$ cat src/design/backlight_pkg.sv
// package for the backlight control register bank: offsets, fields, resets, timing
// assumes a 125 MHz single clock and byte-wide registers
package backlight_pkg;
    localparam logic [7:0] dev_addr_write = 8'h58;
    localparam logic [7:0] dev_addr_read = 8'h59;
    localparam logic [6:0] dev_addr7 = 7'h2c;

    localparam logic [7:0] off_pwm_duty_level = 8'h00;
    localparam logic [7:0] off_device_control = 8'h01;
    localparam logic [7:0] off_fault_status = 8'h02;
    localparam logic [7:0] off_silicon_spin = 8'h03;
    localparam logic [7:0] off_dc_current_level = 8'h07;
    localparam logic [7:0] off_configuration = 8'h08;
    localparam logic [7:0] off_string_enable_health = 8'h09;
    localparam logic [7:0] off_phase_offset = 8'h0a;
    localparam logic [7:0] off_sync_divider_control = 8'h0b;

    localparam logic [7:0] rst_pwm_duty_level = 8'hff;
    localparam logic [7:0] rst_device_control = 8'h00;
    localparam logic [7:0] rst_dc_current_level = 8'hff;
    localparam logic [7:0] rst_configuration = 8'h1f;
    localparam logic [5:0] rst_string_enable = 6'h3f;
    localparam logic [7:0] rst_phase_offset = 8'h00;
    localparam logic [7:0] rst_sync_divider_control = 8'h10;

    // device control fields
    localparam int ctl_backlight_on = 0;
    localparam int ctl_brightness_source_select = 1;
    localparam int ctl_absolute_mode = 2;
    localparam logic [7:0] ctl_writable_mask = 8'h3f;
    // fault/status fields
    localparam int st_fault_summary = 0;
    localparam int st_thermal_fault_flag = 1;
    localparam int st_input_overcurrent_flag = 2;
    localparam int st_backlight_on_status = 3;
    localparam int st_one_string_down = 4;
    localparam int st_two_strings_down = 5;
    // configuration, phase offset and sync divider fields
    localparam int cfg_sync_loop_bypass = 7;
    localparam int cfg_direct_gating = 6;
    localparam int cfg_duty_to_analog = 5;
    localparam int cfg_boost_drive_hi = 4;
    localparam int cfg_boost_drive_lo = 3;
    localparam int cfg_switching_freq_select = 2;
    localparam int cfg_short_thresh_hi = 1;
    localparam int cfg_short_thresh_lo = 0;
    localparam int ph_uniform_phase_mode = 7;
    localparam int sync_frame_quarter_scaling = 7;

    // identity: upper five bits arbitrary, revision field arbitrary
    localparam logic [4:0] spin_upper_bits = 5'h15;
    localparam logic [2:0] spin_revision = 3'h0;

    // backlight turn-on delay: at most 4 ms, rounded down
    localparam int clk_freq_khz = 125000;
    localparam int turn_on_time_us = 4000;
    localparam int turn_on_cycles = turn_on_time_us * (clk_freq_khz / 1000);
    localparam int turn_on_cycles_sim = 16;
    localparam int settle_width = 20;
endpackage

$ cat src/design/i2c_byte_slave.sv
// i2c byte slave: address match, register pointer, single-byte write and read
// assumes scl and sda inputs synchronous to clk and sampled by it
`timescale 1ns/1ns
`default_nettype none
module i2c_byte_slave (
    // clock and reset
    input wire logic clk,
    input wire logic rst,
    // bus pins
    input wire logic scl_in,
    input wire logic sda_in,
    output logic sda_out,
    output logic sda_oe,
    // register side
    output logic [7:0] reg_addr,
    output logic [7:0] wr_data,
    output logic wr_strobe,
    output logic rd_sample,
    input wire logic [7:0] rd_data
);
    import backlight_pkg::*;

    typedef enum logic [2:0] {
        ph_idle, ph_dev, ph_ptr, ph_data, ph_read, ph_ack, ph_rack
    } phase_t;

    typedef struct packed {
        phase_t phase;
        phase_t after_ack;
        logic scl_q;
        logic sda_q;
        logic [2:0] bit_cnt;
        logic byte_done;
        logic [7:0] shifter;
        logic [7:0] ptr;
        logic [7:0] wdata;
        logic have_data;
        logic reading;
        logic drive_low;
        logic [7:0] out_byte;
        logic wr_strobe;
        logic rd_sample;
    } slave_state_t;

    slave_state_t s_reg, s_next;
    logic scl_rise, scl_fall, start_cond, stop_cond;

    always_comb begin
        scl_rise = scl_in && !s_reg.scl_q;
        scl_fall = !scl_in && s_reg.scl_q;
        start_cond = scl_in && s_reg.scl_q && s_reg.sda_q && !sda_in;
        stop_cond = scl_in && s_reg.scl_q && !s_reg.sda_q && sda_in;
        s_next = s_reg;
        s_next.scl_q = scl_in;
        s_next.sda_q = sda_in;
        s_next.wr_strobe = 1'b0;
        s_next.rd_sample = 1'b0;
        if (start_cond) begin
            if (s_reg.have_data) begin
                s_next.wr_strobe = 1'b1;
            end
            s_next.have_data = 1'b0;
            s_next.phase = ph_dev;
            s_next.bit_cnt = 3'd0;
            s_next.byte_done = 1'b0;
            s_next.drive_low = 1'b0;
        end else if (stop_cond) begin
            // write lands when the transaction completes with a stop or a repeated start
            s_next.wr_strobe = s_reg.have_data;
            s_next.have_data = 1'b0;
            s_next.phase = ph_idle;
            s_next.drive_low = 1'b0;
        end else begin
            unique case (s_reg.phase)
                ph_idle: begin
                end
                ph_dev, ph_ptr, ph_data: begin
                    if (scl_rise) begin
                        s_next.shifter = {s_reg.shifter[6:0], sda_in};
                        s_next.bit_cnt = s_reg.bit_cnt + 3'd1;
                        s_next.byte_done = s_reg.bit_cnt == 3'd7;
                    end
                    // the fall closing a start carries no bit, so bits count on rises
                    if (scl_fall) begin
                        if (s_reg.byte_done) begin
                            s_next.byte_done = 1'b0;
                            s_next.phase = ph_ack;
                            s_next.drive_low = 1'b1;
                            unique case (s_reg.phase)
                                ph_dev: begin
                                    // only 0x58 / 0x59 acknowledged
                                    if (s_reg.shifter[7:1] == dev_addr7) begin
                                        s_next.reading = s_reg.shifter[0];
                                        s_next.after_ack = s_reg.shifter[0] ? ph_read : ph_ptr;
                                    end else begin
                                        s_next.phase = ph_idle;
                                        s_next.drive_low = 1'b0;
                                    end
                                end
                                ph_ptr: begin
                                    s_next.ptr = s_reg.shifter;
                                    s_next.after_ack = ph_data;
                                end
                                default: begin
                                    // single byte only: further bytes are nacked
                                    s_next.wdata = s_reg.shifter;
                                    s_next.have_data = 1'b1;
                                    s_next.after_ack = ph_idle;
                                end
                            endcase
                        end
                    end
                end
                ph_ack: begin
                    if (scl_fall) begin
                        s_next.phase = s_reg.after_ack;
                        s_next.bit_cnt = 3'd0;
                        s_next.drive_low = 1'b0;
                        if (s_reg.after_ack == ph_read) begin
                            // sample register at start of data byte
                            s_next.rd_sample = 1'b1;
                            s_next.out_byte = rd_data;
                            s_next.drive_low = !rd_data[7];
                        end
                    end
                end
                ph_read: begin
                    if (scl_fall) begin
                        s_next.bit_cnt = s_reg.bit_cnt + 3'd1;
                        s_next.out_byte = {s_reg.out_byte[6:0], 1'b0};
                        s_next.drive_low = !s_reg.out_byte[6];
                        if (s_reg.bit_cnt == 3'd7) begin
                            s_next.phase = ph_rack;
                            s_next.drive_low = 1'b0;
                        end
                    end
                end
                ph_rack: begin
                    if (scl_fall) begin
                        s_next.phase = ph_idle;
                    end
                end
                default: s_next.phase = ph_idle;
            endcase
        end
    end

    always_ff @(posedge clk) begin
        if (rst) begin
            s_reg <= '{phase: ph_idle, after_ack: ph_idle, scl_q: 1'b1, sda_q: 1'b1,
                       ptr: 8'h00, wdata: 8'h00, shifter: 8'h00, out_byte: 8'h00,
                       bit_cnt: 3'd0, default: 1'b0};
        end else begin
            s_reg <= s_next;
        end
    end

    assign sda_out = 1'b0;
    assign sda_oe = s_reg.drive_low;
    assign reg_addr = s_reg.ptr;
    assign wr_data = s_reg.wdata;
    assign wr_strobe = s_reg.wr_strobe;
    assign rd_sample = s_reg.rd_sample;
endmodule
`default_nettype wire

$ cat src/design/backlight_control_registers.sv
// backlight control register bank: brightness, modes, string enables, faults
// assumes i2c pins and analog status inputs synchronous to clk
`timescale 1ns/1ns
`default_nettype none
module backlight_control_registers #(
    parameter int turn_on_delay = backlight_pkg::turn_on_cycles
) (
    // clock and reset
    input wire logic clk,
    input wire logic rst,
    // i2c pins
    input wire logic scl_in,
    input wire logic sda_in,
    output logic sda_out,
    output logic sda_oe,
    // analog status
    input wire logic [5:0] string_fault,
    input wire logic input_overcurrent,
    input wire logic thermal_fault,
    // controls to the analog core
    output logic backlight_enable,
    output logic [5:0] string_drive_enable,
    output logic [7:0] applied_duty,
    output logic [7:0] dc_level,
    output logic use_external_pwm,
    output logic absolute_mode,
    output logic sync_loop_bypass,
    output logic direct_gating,
    output logic duty_to_analog,
    output logic [1:0] boost_drive_strength,
    output logic switching_freq_select,
    output logic [1:0] short_threshold,
    output logic uniform_phase_mode,
    output logic [6:0] phase_offset_step,
    output logic frame_quarter_scaling,
    output logic [6:0] sync_divider_value
);
    import backlight_pkg::*;

    typedef struct packed {
        logic [7:0] pwm_duty_level;
        logic [7:0] applied_duty;
        logic [5:0] device_control;
        logic [7:0] dc_current_level;
        logic [7:0] configuration;
        logic [5:0] output_lane_enable;
        logic [7:0] phase_offset;
        logic [7:0] sync_divider_control;
        logic fault_latched;
        logic backlight_active;
        logic [5:0] drive_enable;
        logic [settle_width-1:0] settle_cnt;
    } bank_state_t;

    bank_state_t b_reg, b_next;
    logic [7:0] reg_addr, wr_data, rd_data;
    logic wr_strobe, rd_sample;
    logic one_down, two_down, fault_now, ctl_write, bl_req;
    logic [5:0] healthy;

    function automatic logic [2:0] count_ones(input logic [5:0] v);
        logic [2:0] n;
        n = 3'd0;
        for (int i = 0; i < 6; i++) begin
            n = n + {2'b00, v[i]};
        end
        return n;
    endfunction

    i2c_byte_slave u_slave (
        .clk(clk),
        .rst(rst),
        .scl_in(scl_in),
        .sda_in(sda_in),
        .sda_out(sda_out),
        .sda_oe(sda_oe),
        .reg_addr(reg_addr),
        .wr_data(wr_data),
        .wr_strobe(wr_strobe),
        .rd_sample(rd_sample),
        .rd_data(rd_data)
    );

    always_comb begin
        // a string that is down is not healthy
        healthy = b_reg.output_lane_enable & ~string_fault
                  & {6{b_reg.backlight_active}};
        one_down = count_ones(string_fault & b_reg.output_lane_enable) >= 3'd1;
        two_down = count_ones(string_fault & b_reg.output_lane_enable) >= 3'd2;
        // status bit never feeds the summary; suppressed while off
        fault_now = b_reg.backlight_active
                    && (one_down || two_down || input_overcurrent || thermal_fault);
        ctl_write = wr_strobe && reg_addr == off_device_control;
        bl_req = b_reg.device_control[ctl_backlight_on];
    end

    always_comb begin
        unique case (reg_addr)
            off_pwm_duty_level: rd_data = b_reg.pwm_duty_level;
            off_device_control: rd_data = {2'b00, b_reg.device_control};
            off_fault_status: rd_data = {2'b00, two_down && b_reg.backlight_active,
                                         one_down && b_reg.backlight_active,
                                         b_reg.backlight_active, input_overcurrent,
                                         thermal_fault, b_reg.fault_latched};
            off_silicon_spin: rd_data = {spin_upper_bits, spin_revision};
            off_dc_current_level: rd_data = b_reg.dc_current_level;
            off_configuration: rd_data = b_reg.configuration;
            off_string_enable_health: rd_data = {2'b00, healthy};
            off_phase_offset: rd_data = b_reg.phase_offset;
            off_sync_divider_control: rd_data = b_reg.sync_divider_control;
            default: rd_data = 8'h00;
        endcase
    end

    always_comb begin
        b_next = b_reg;
        if (wr_strobe) begin
            unique case (reg_addr)
                off_pwm_duty_level: b_next.pwm_duty_level = wr_data;
                off_device_control: b_next.device_control = wr_data[5:0];
                off_dc_current_level: b_next.dc_current_level = wr_data;
                off_configuration: b_next.configuration = wr_data;
                off_string_enable_health: b_next.output_lane_enable = wr_data[5:0];
                off_phase_offset: b_next.phase_offset = wr_data;
                off_sync_divider_control: b_next.sync_divider_control = wr_data;
                default: begin
                end
            endcase
        end
        // duty reaches the core only in host mode
        if (!b_next.device_control[ctl_brightness_source_select]) begin
            b_next.applied_duty = b_next.pwm_duty_level;
        end
        // on/off sequencing
        if (!b_next.device_control[ctl_backlight_on]) begin
            b_next.backlight_active = 1'b0;
            b_next.settle_cnt = '0;
        end else if (!b_reg.backlight_active) begin
            if (b_reg.settle_cnt >= settle_width'(turn_on_delay - 1)) begin
                b_next.backlight_active = 1'b1;
            end else begin
                b_next.settle_cnt = b_reg.settle_cnt + 1'b1;
            end
        end
        // latched summary: toggle or written 0 clears, live fault sets again
        if (ctl_write && wr_data[ctl_backlight_on] != bl_req) begin
            b_next.fault_latched = 1'b0;
        end
        if (wr_strobe && reg_addr == off_fault_status && !wr_data[st_fault_summary]) begin
            b_next.fault_latched = 1'b0;
        end
        if (fault_now) begin
            b_next.fault_latched = 1'b1;
        end
        // registered so the drive pins carry no gate after the flops
        b_next.drive_enable = b_next.output_lane_enable & {6{b_next.backlight_active}};
    end

    always_ff @(posedge clk) begin
        if (rst) begin
            b_reg <= '{pwm_duty_level: rst_pwm_duty_level,
                       applied_duty: rst_pwm_duty_level,
                       device_control: rst_device_control[5:0],
                       dc_current_level: rst_dc_current_level,
                       configuration: rst_configuration,
                       output_lane_enable: rst_string_enable,
                       phase_offset: rst_phase_offset,
                       sync_divider_control: rst_sync_divider_control,
                       fault_latched: 1'b0, backlight_active: 1'b0, drive_enable: 6'h00,
                       settle_cnt: '0};
        end else begin
            b_reg <= b_next;
        end
    end

    // core controls straight from the register copy
    assign backlight_enable = b_reg.backlight_active;
    assign string_drive_enable = b_reg.drive_enable;
    assign applied_duty = b_reg.applied_duty;
    assign dc_level = b_reg.dc_current_level;
    assign use_external_pwm = b_reg.device_control[ctl_brightness_source_select];
    assign absolute_mode = b_reg.device_control[ctl_absolute_mode];
    assign sync_loop_bypass = b_reg.configuration[cfg_sync_loop_bypass];
    assign direct_gating = b_reg.configuration[cfg_direct_gating];
    assign duty_to_analog = b_reg.configuration[cfg_duty_to_analog];
    assign boost_drive_strength = b_reg.configuration[cfg_boost_drive_hi:cfg_boost_drive_lo];
    assign switching_freq_select = b_reg.configuration[cfg_switching_freq_select];
    assign short_threshold = b_reg.configuration[cfg_short_thresh_hi:cfg_short_thresh_lo];
    assign uniform_phase_mode = b_reg.phase_offset[ph_uniform_phase_mode];
    assign phase_offset_step = b_reg.phase_offset[6:0];
    assign frame_quarter_scaling = b_reg.sync_divider_control[sync_frame_quarter_scaling];
    assign sync_divider_value = b_reg.sync_divider_control[6:0];

    a_off_immediate: assert property (@(posedge clk) disable iff (rst)
        ctl_write && !wr_data[ctl_backlight_on] |=> !backlight_enable && string_drive_enable == 6'h00)
        else $error("backlight not off after off write");
    a_on_follows_req: assert property (@(posedge clk) disable iff (rst)
        backlight_enable |-> b_reg.device_control[ctl_backlight_on])
        else $error("backlight on without request");
    a_fault_sticky: assert property (@(posedge clk) disable iff (rst)
        b_reg.fault_latched && !wr_strobe |=> b_reg.fault_latched)
        else $error("fault summary dropped without clear");
    a_fault_sets: assert property (@(posedge clk) disable iff (rst)
        fault_now |=> b_reg.fault_latched)
        else $error("fault summary not set");
    a_duty_host_only: assert property (@(posedge clk) disable iff (rst)
        use_external_pwm && !$changed(use_external_pwm) |-> $stable(applied_duty))
        else $error("duty changed in external mode");
    a_ctl_top_zero: assert property (@(posedge clk) disable iff (rst)
        reg_addr == off_device_control |-> rd_data[7:6] == 2'b00)
        else $error("control bits 7..6 not zero");
    a_spin_readonly: assert property (@(posedge clk) disable iff (rst)
        reg_addr == off_silicon_spin |-> rd_data[2:0] == spin_revision)
        else $error("revision field changed");
    a_health_subset: assert property (@(posedge clk) disable iff (rst)
        (healthy & ~b_reg.output_lane_enable) == 6'h00)
        else $error("disabled string reads healthy");
endmodule
`default_nettype wire

$ cat config.mk
export PLATFORM = sky130hd
export DESIGN_NAME = backlight_control_registers
export DESIGN_NICKNAME = d
export VERILOG_FILES = /design/src/design/backlight_pkg.sv /design/src/design/i2c_byte_slave.sv /design/src/design/backlight_control_registers.sv
export SDC_FILE = /design/constraint.sdc
export NUM_CORES = 1
export LEC_CHECK = 0
export BUFFER_PORTS_ARGS = -buffer_cell sky130_fd_sc_hd__clkbuf_2
export CAP_MARGIN = 10
export CORE_MARGIN = 2
export CORE_UTILIZATION = 55
export DETAILED_ROUTE_END_ITERATION = 12
export PLACE_DENSITY = 0.78
export SLEW_MARGIN = 20
export SYNTH_ARGS = -nofsm -noshare
export SYNTH_HDL_FRONTEND = slang
export SYNTH_SLANG_ARGS = --single-unit
$ cat constraint.sdc
create_clock -name clk -period 4.53 [get_ports clk]
set_input_delay 0.453 -clock clk [delete_from_list [all_inputs] [get_ports clk]]
set_output_delay 0.453 -clock clk [all_outputs]
set_load 0.02 [all_outputs]
==> metrics.txt <==
status=complete, no violations; initial antenna violation count=0; startpoint types=register; wire length per cell=18.63 um; grt peak-use layer=met2; nets@finish=between 700 and 800; RePlAce Congestion=0.8897; Congestion Overflow GR=0; Fmax achieved=293.9 MHz; Routed Antenna Nets=0; Hold Crit Class=in2reg; P per Cell Area=368.4 nW/um^2; Post-CTS Setup Inserts=0; ys flop type=dfxtp_1; Worst-path clk slew=0.06 ns; drt total wl=~17 mm; Post-CTS Resized=0; CTS tree=built; die area=12690 um^2; Initial Utilization=56.61%; post-synthesis average cell area=8.667 um^2; CTS sink count=134; Die Y-Extent=112.6 um; min Tclk post-route=3.402 ns; hpwl dp=11.70 mm; IO Port Bufs=61; DRT iter0 DRCs=603; vias per cell=6.142; worst path required time=4.82 ns; Slew headroom=31.09%; Synth Cell Area=6491 um^2; via count=5552; Root Buffer=clkbuf_16; actual slew at the worst max-slew pin=1.034 ns; CTS max path bufs=2; met2 usage=40.36%; Clock Skews=0.01296 ns; num rows=39; Layout area overhead=9.811%; async set-reset flop share out of synthesis=0%; M3 GR Usage=6.857%; number of flip-flops in the largest register=39; Inserted Diodes=0; max-cap violations=0; Hold WS=0.3080 ns; total global-route track usage=a little over a quarter; largest net degree at the start of global routing=56; Synthesis Warnings=0; worst-path fanout max=3; synthesized flop and latch total=134; worst skew pair latency=roughly 0.43 ns; Peak supply drop=around 0.34 mV; H-tree depth=4; count of final hold-check violations=0; Leak=between 0.002 and 0.003 uW; Top Ports=63; fraction of layout cells with a size suffix above 1=around 15%; period utilisation layout=75.11%; commonest non-fill, non-tap cell in the layout=dfxtp_1; post-synthesis cell type count=61; RSZ-0062 raised after global routing=false; met1 global-route usage=38.14%; CP endpoint kind=register; first-pass GRT wire length=27.05 mm; Setup Crit Path Kind=reg2reg; sequential cell area fraction in the yosys report=41.33%; Core Area=11470 um^2; Die W=112.6 um; Post-Syn Nets=768; total CTS buffers=17; Slew Viols, Final=0; vias in the first global route=5214; hold_buf cts=0; DR pass1 iterations=5; sum of negative setup slack=0 ns; Post-synth EDFFs=0; final count of negative-setup-slack endpoints=0; Mapped Cells=about 750; data arrival time of the worst path=3.69 ns; most frequent cells in the layout=dfxtp_1 (134), nor2_1 (91), mux2i_1 (61), clkbuf_2 (61), a21oi_1 (48); drt drc=0
[layer usage]
metal / wire, um / share of wire, %
met1: 7636 / 45
met2: 7510 / 45
met3: 1471 / 8.7
met4: 224 / 1.3
met5: 0 / 0
[final cells by class]
cell class	instances	area, um^2
fillers	954	4339
multi-input cells	511	3262
flip-flops and latches	134	2683
clock buffers	20	466.7
repair buffers	66	342.8
well taps	143	178.9
clock inverters	11	123.9
inverters	19	71.32
[metrics by stage]
stage,power (uW),setup WS (ns),cell area (um^2),utilization (%),std cells
6_report,2626,1.128,7128,62.16,904
3_5_place_dp,1276,0.9601,6538,57.01,873
2_1_floorplan,1258,1.269,6491,-,749
5_1_grt,2698,0.9620,7128,62.16,904
3_3_place_gp,1273,1.032,6538,57.01,873
4_1_cts,2637,1.111,7128,62.16,904
[cells in the mapped netlist (9+ instances only)]
cell,count,share of area [%]
nand3_1,23,1.8
nand2_1,44,2.5
clkbuf_1,36,2.1
nand4_1,13,1.3
nor2b_1,9,0.87
nand2b_1,20,1.9
or2_2,9,0.87
a21oi_1,48,3.7
o21ai_0,22,1.7
buf_4,41,4.7
mux2i_1,61,9.4
nor3_1,18,1.4
or3_1,16,1.5
inv_1,19,1.1
nor2_1,91,5.3
a211o_1,14,1.9
dfxtp_1,134,41
[worst paths after layout]
check | startpoint | endpoint | slack, ns | cells after the start
worst min-delay path | sda_in | u_slave.s_reg[41]$_SDFF_PP1_ | 0.31 | 2
worst max-delay path | b_reg[44]$_SDFF_PP1_ | u_slave.s_reg[7]$_SDFFE_PP0P_ | 1.13 | 11
worst min register to register | b_reg[18]$_SDFFE_PP0P_ | b_reg[18]$_SDFFE_PP0P_ | 0.47 | 1
worst max register to register | b_reg[44]$_SDFF_PP1_ | u_slave.s_reg[7]$_SDFFE_PP0P_ | 1.13 | 11
[logic make-up (layout without fill, tap and decap cells)]
group / after synthesis / count (layout) / synth area share (%)
other: 1 / 1 / 0.05777
XOR/XNOR: 3 / 3 / 0.4049
multiplexers: 63 / 63 / 9.753
adder cells (fa/ha/maj): 7 / 7 / 1.696
buffers and inverters: 104 / 116 / 8.423
AO/OA/AOI/OAI: 152 / 152 / 15.71
AND/OR/NAND/NOR: 285 / 285 / 22.63
flip-flops: 134 / 134 / 41.33
[report_power, final]
group	switching, uW	total, uW	internal, uW
combinational	40.2	65.3	25.1
clock	524	1370	851
sequential	5.42	1190	1180
[critical path, stage by stage, from the launching register on]
cell and delay (ns):
dfxtp_1 0.35, nand2_1 0.09, fa_1 0.53, fa_1 0.56
inv_1 0.05, ha_1 0.21, fa_1 0.45, or2_2 0.30
a31oi_1 0.16, o32ai_1 0.11, a211o_1 0.34, o2bb2ai_1 0.13
Power figures use the tool's default switching activity.
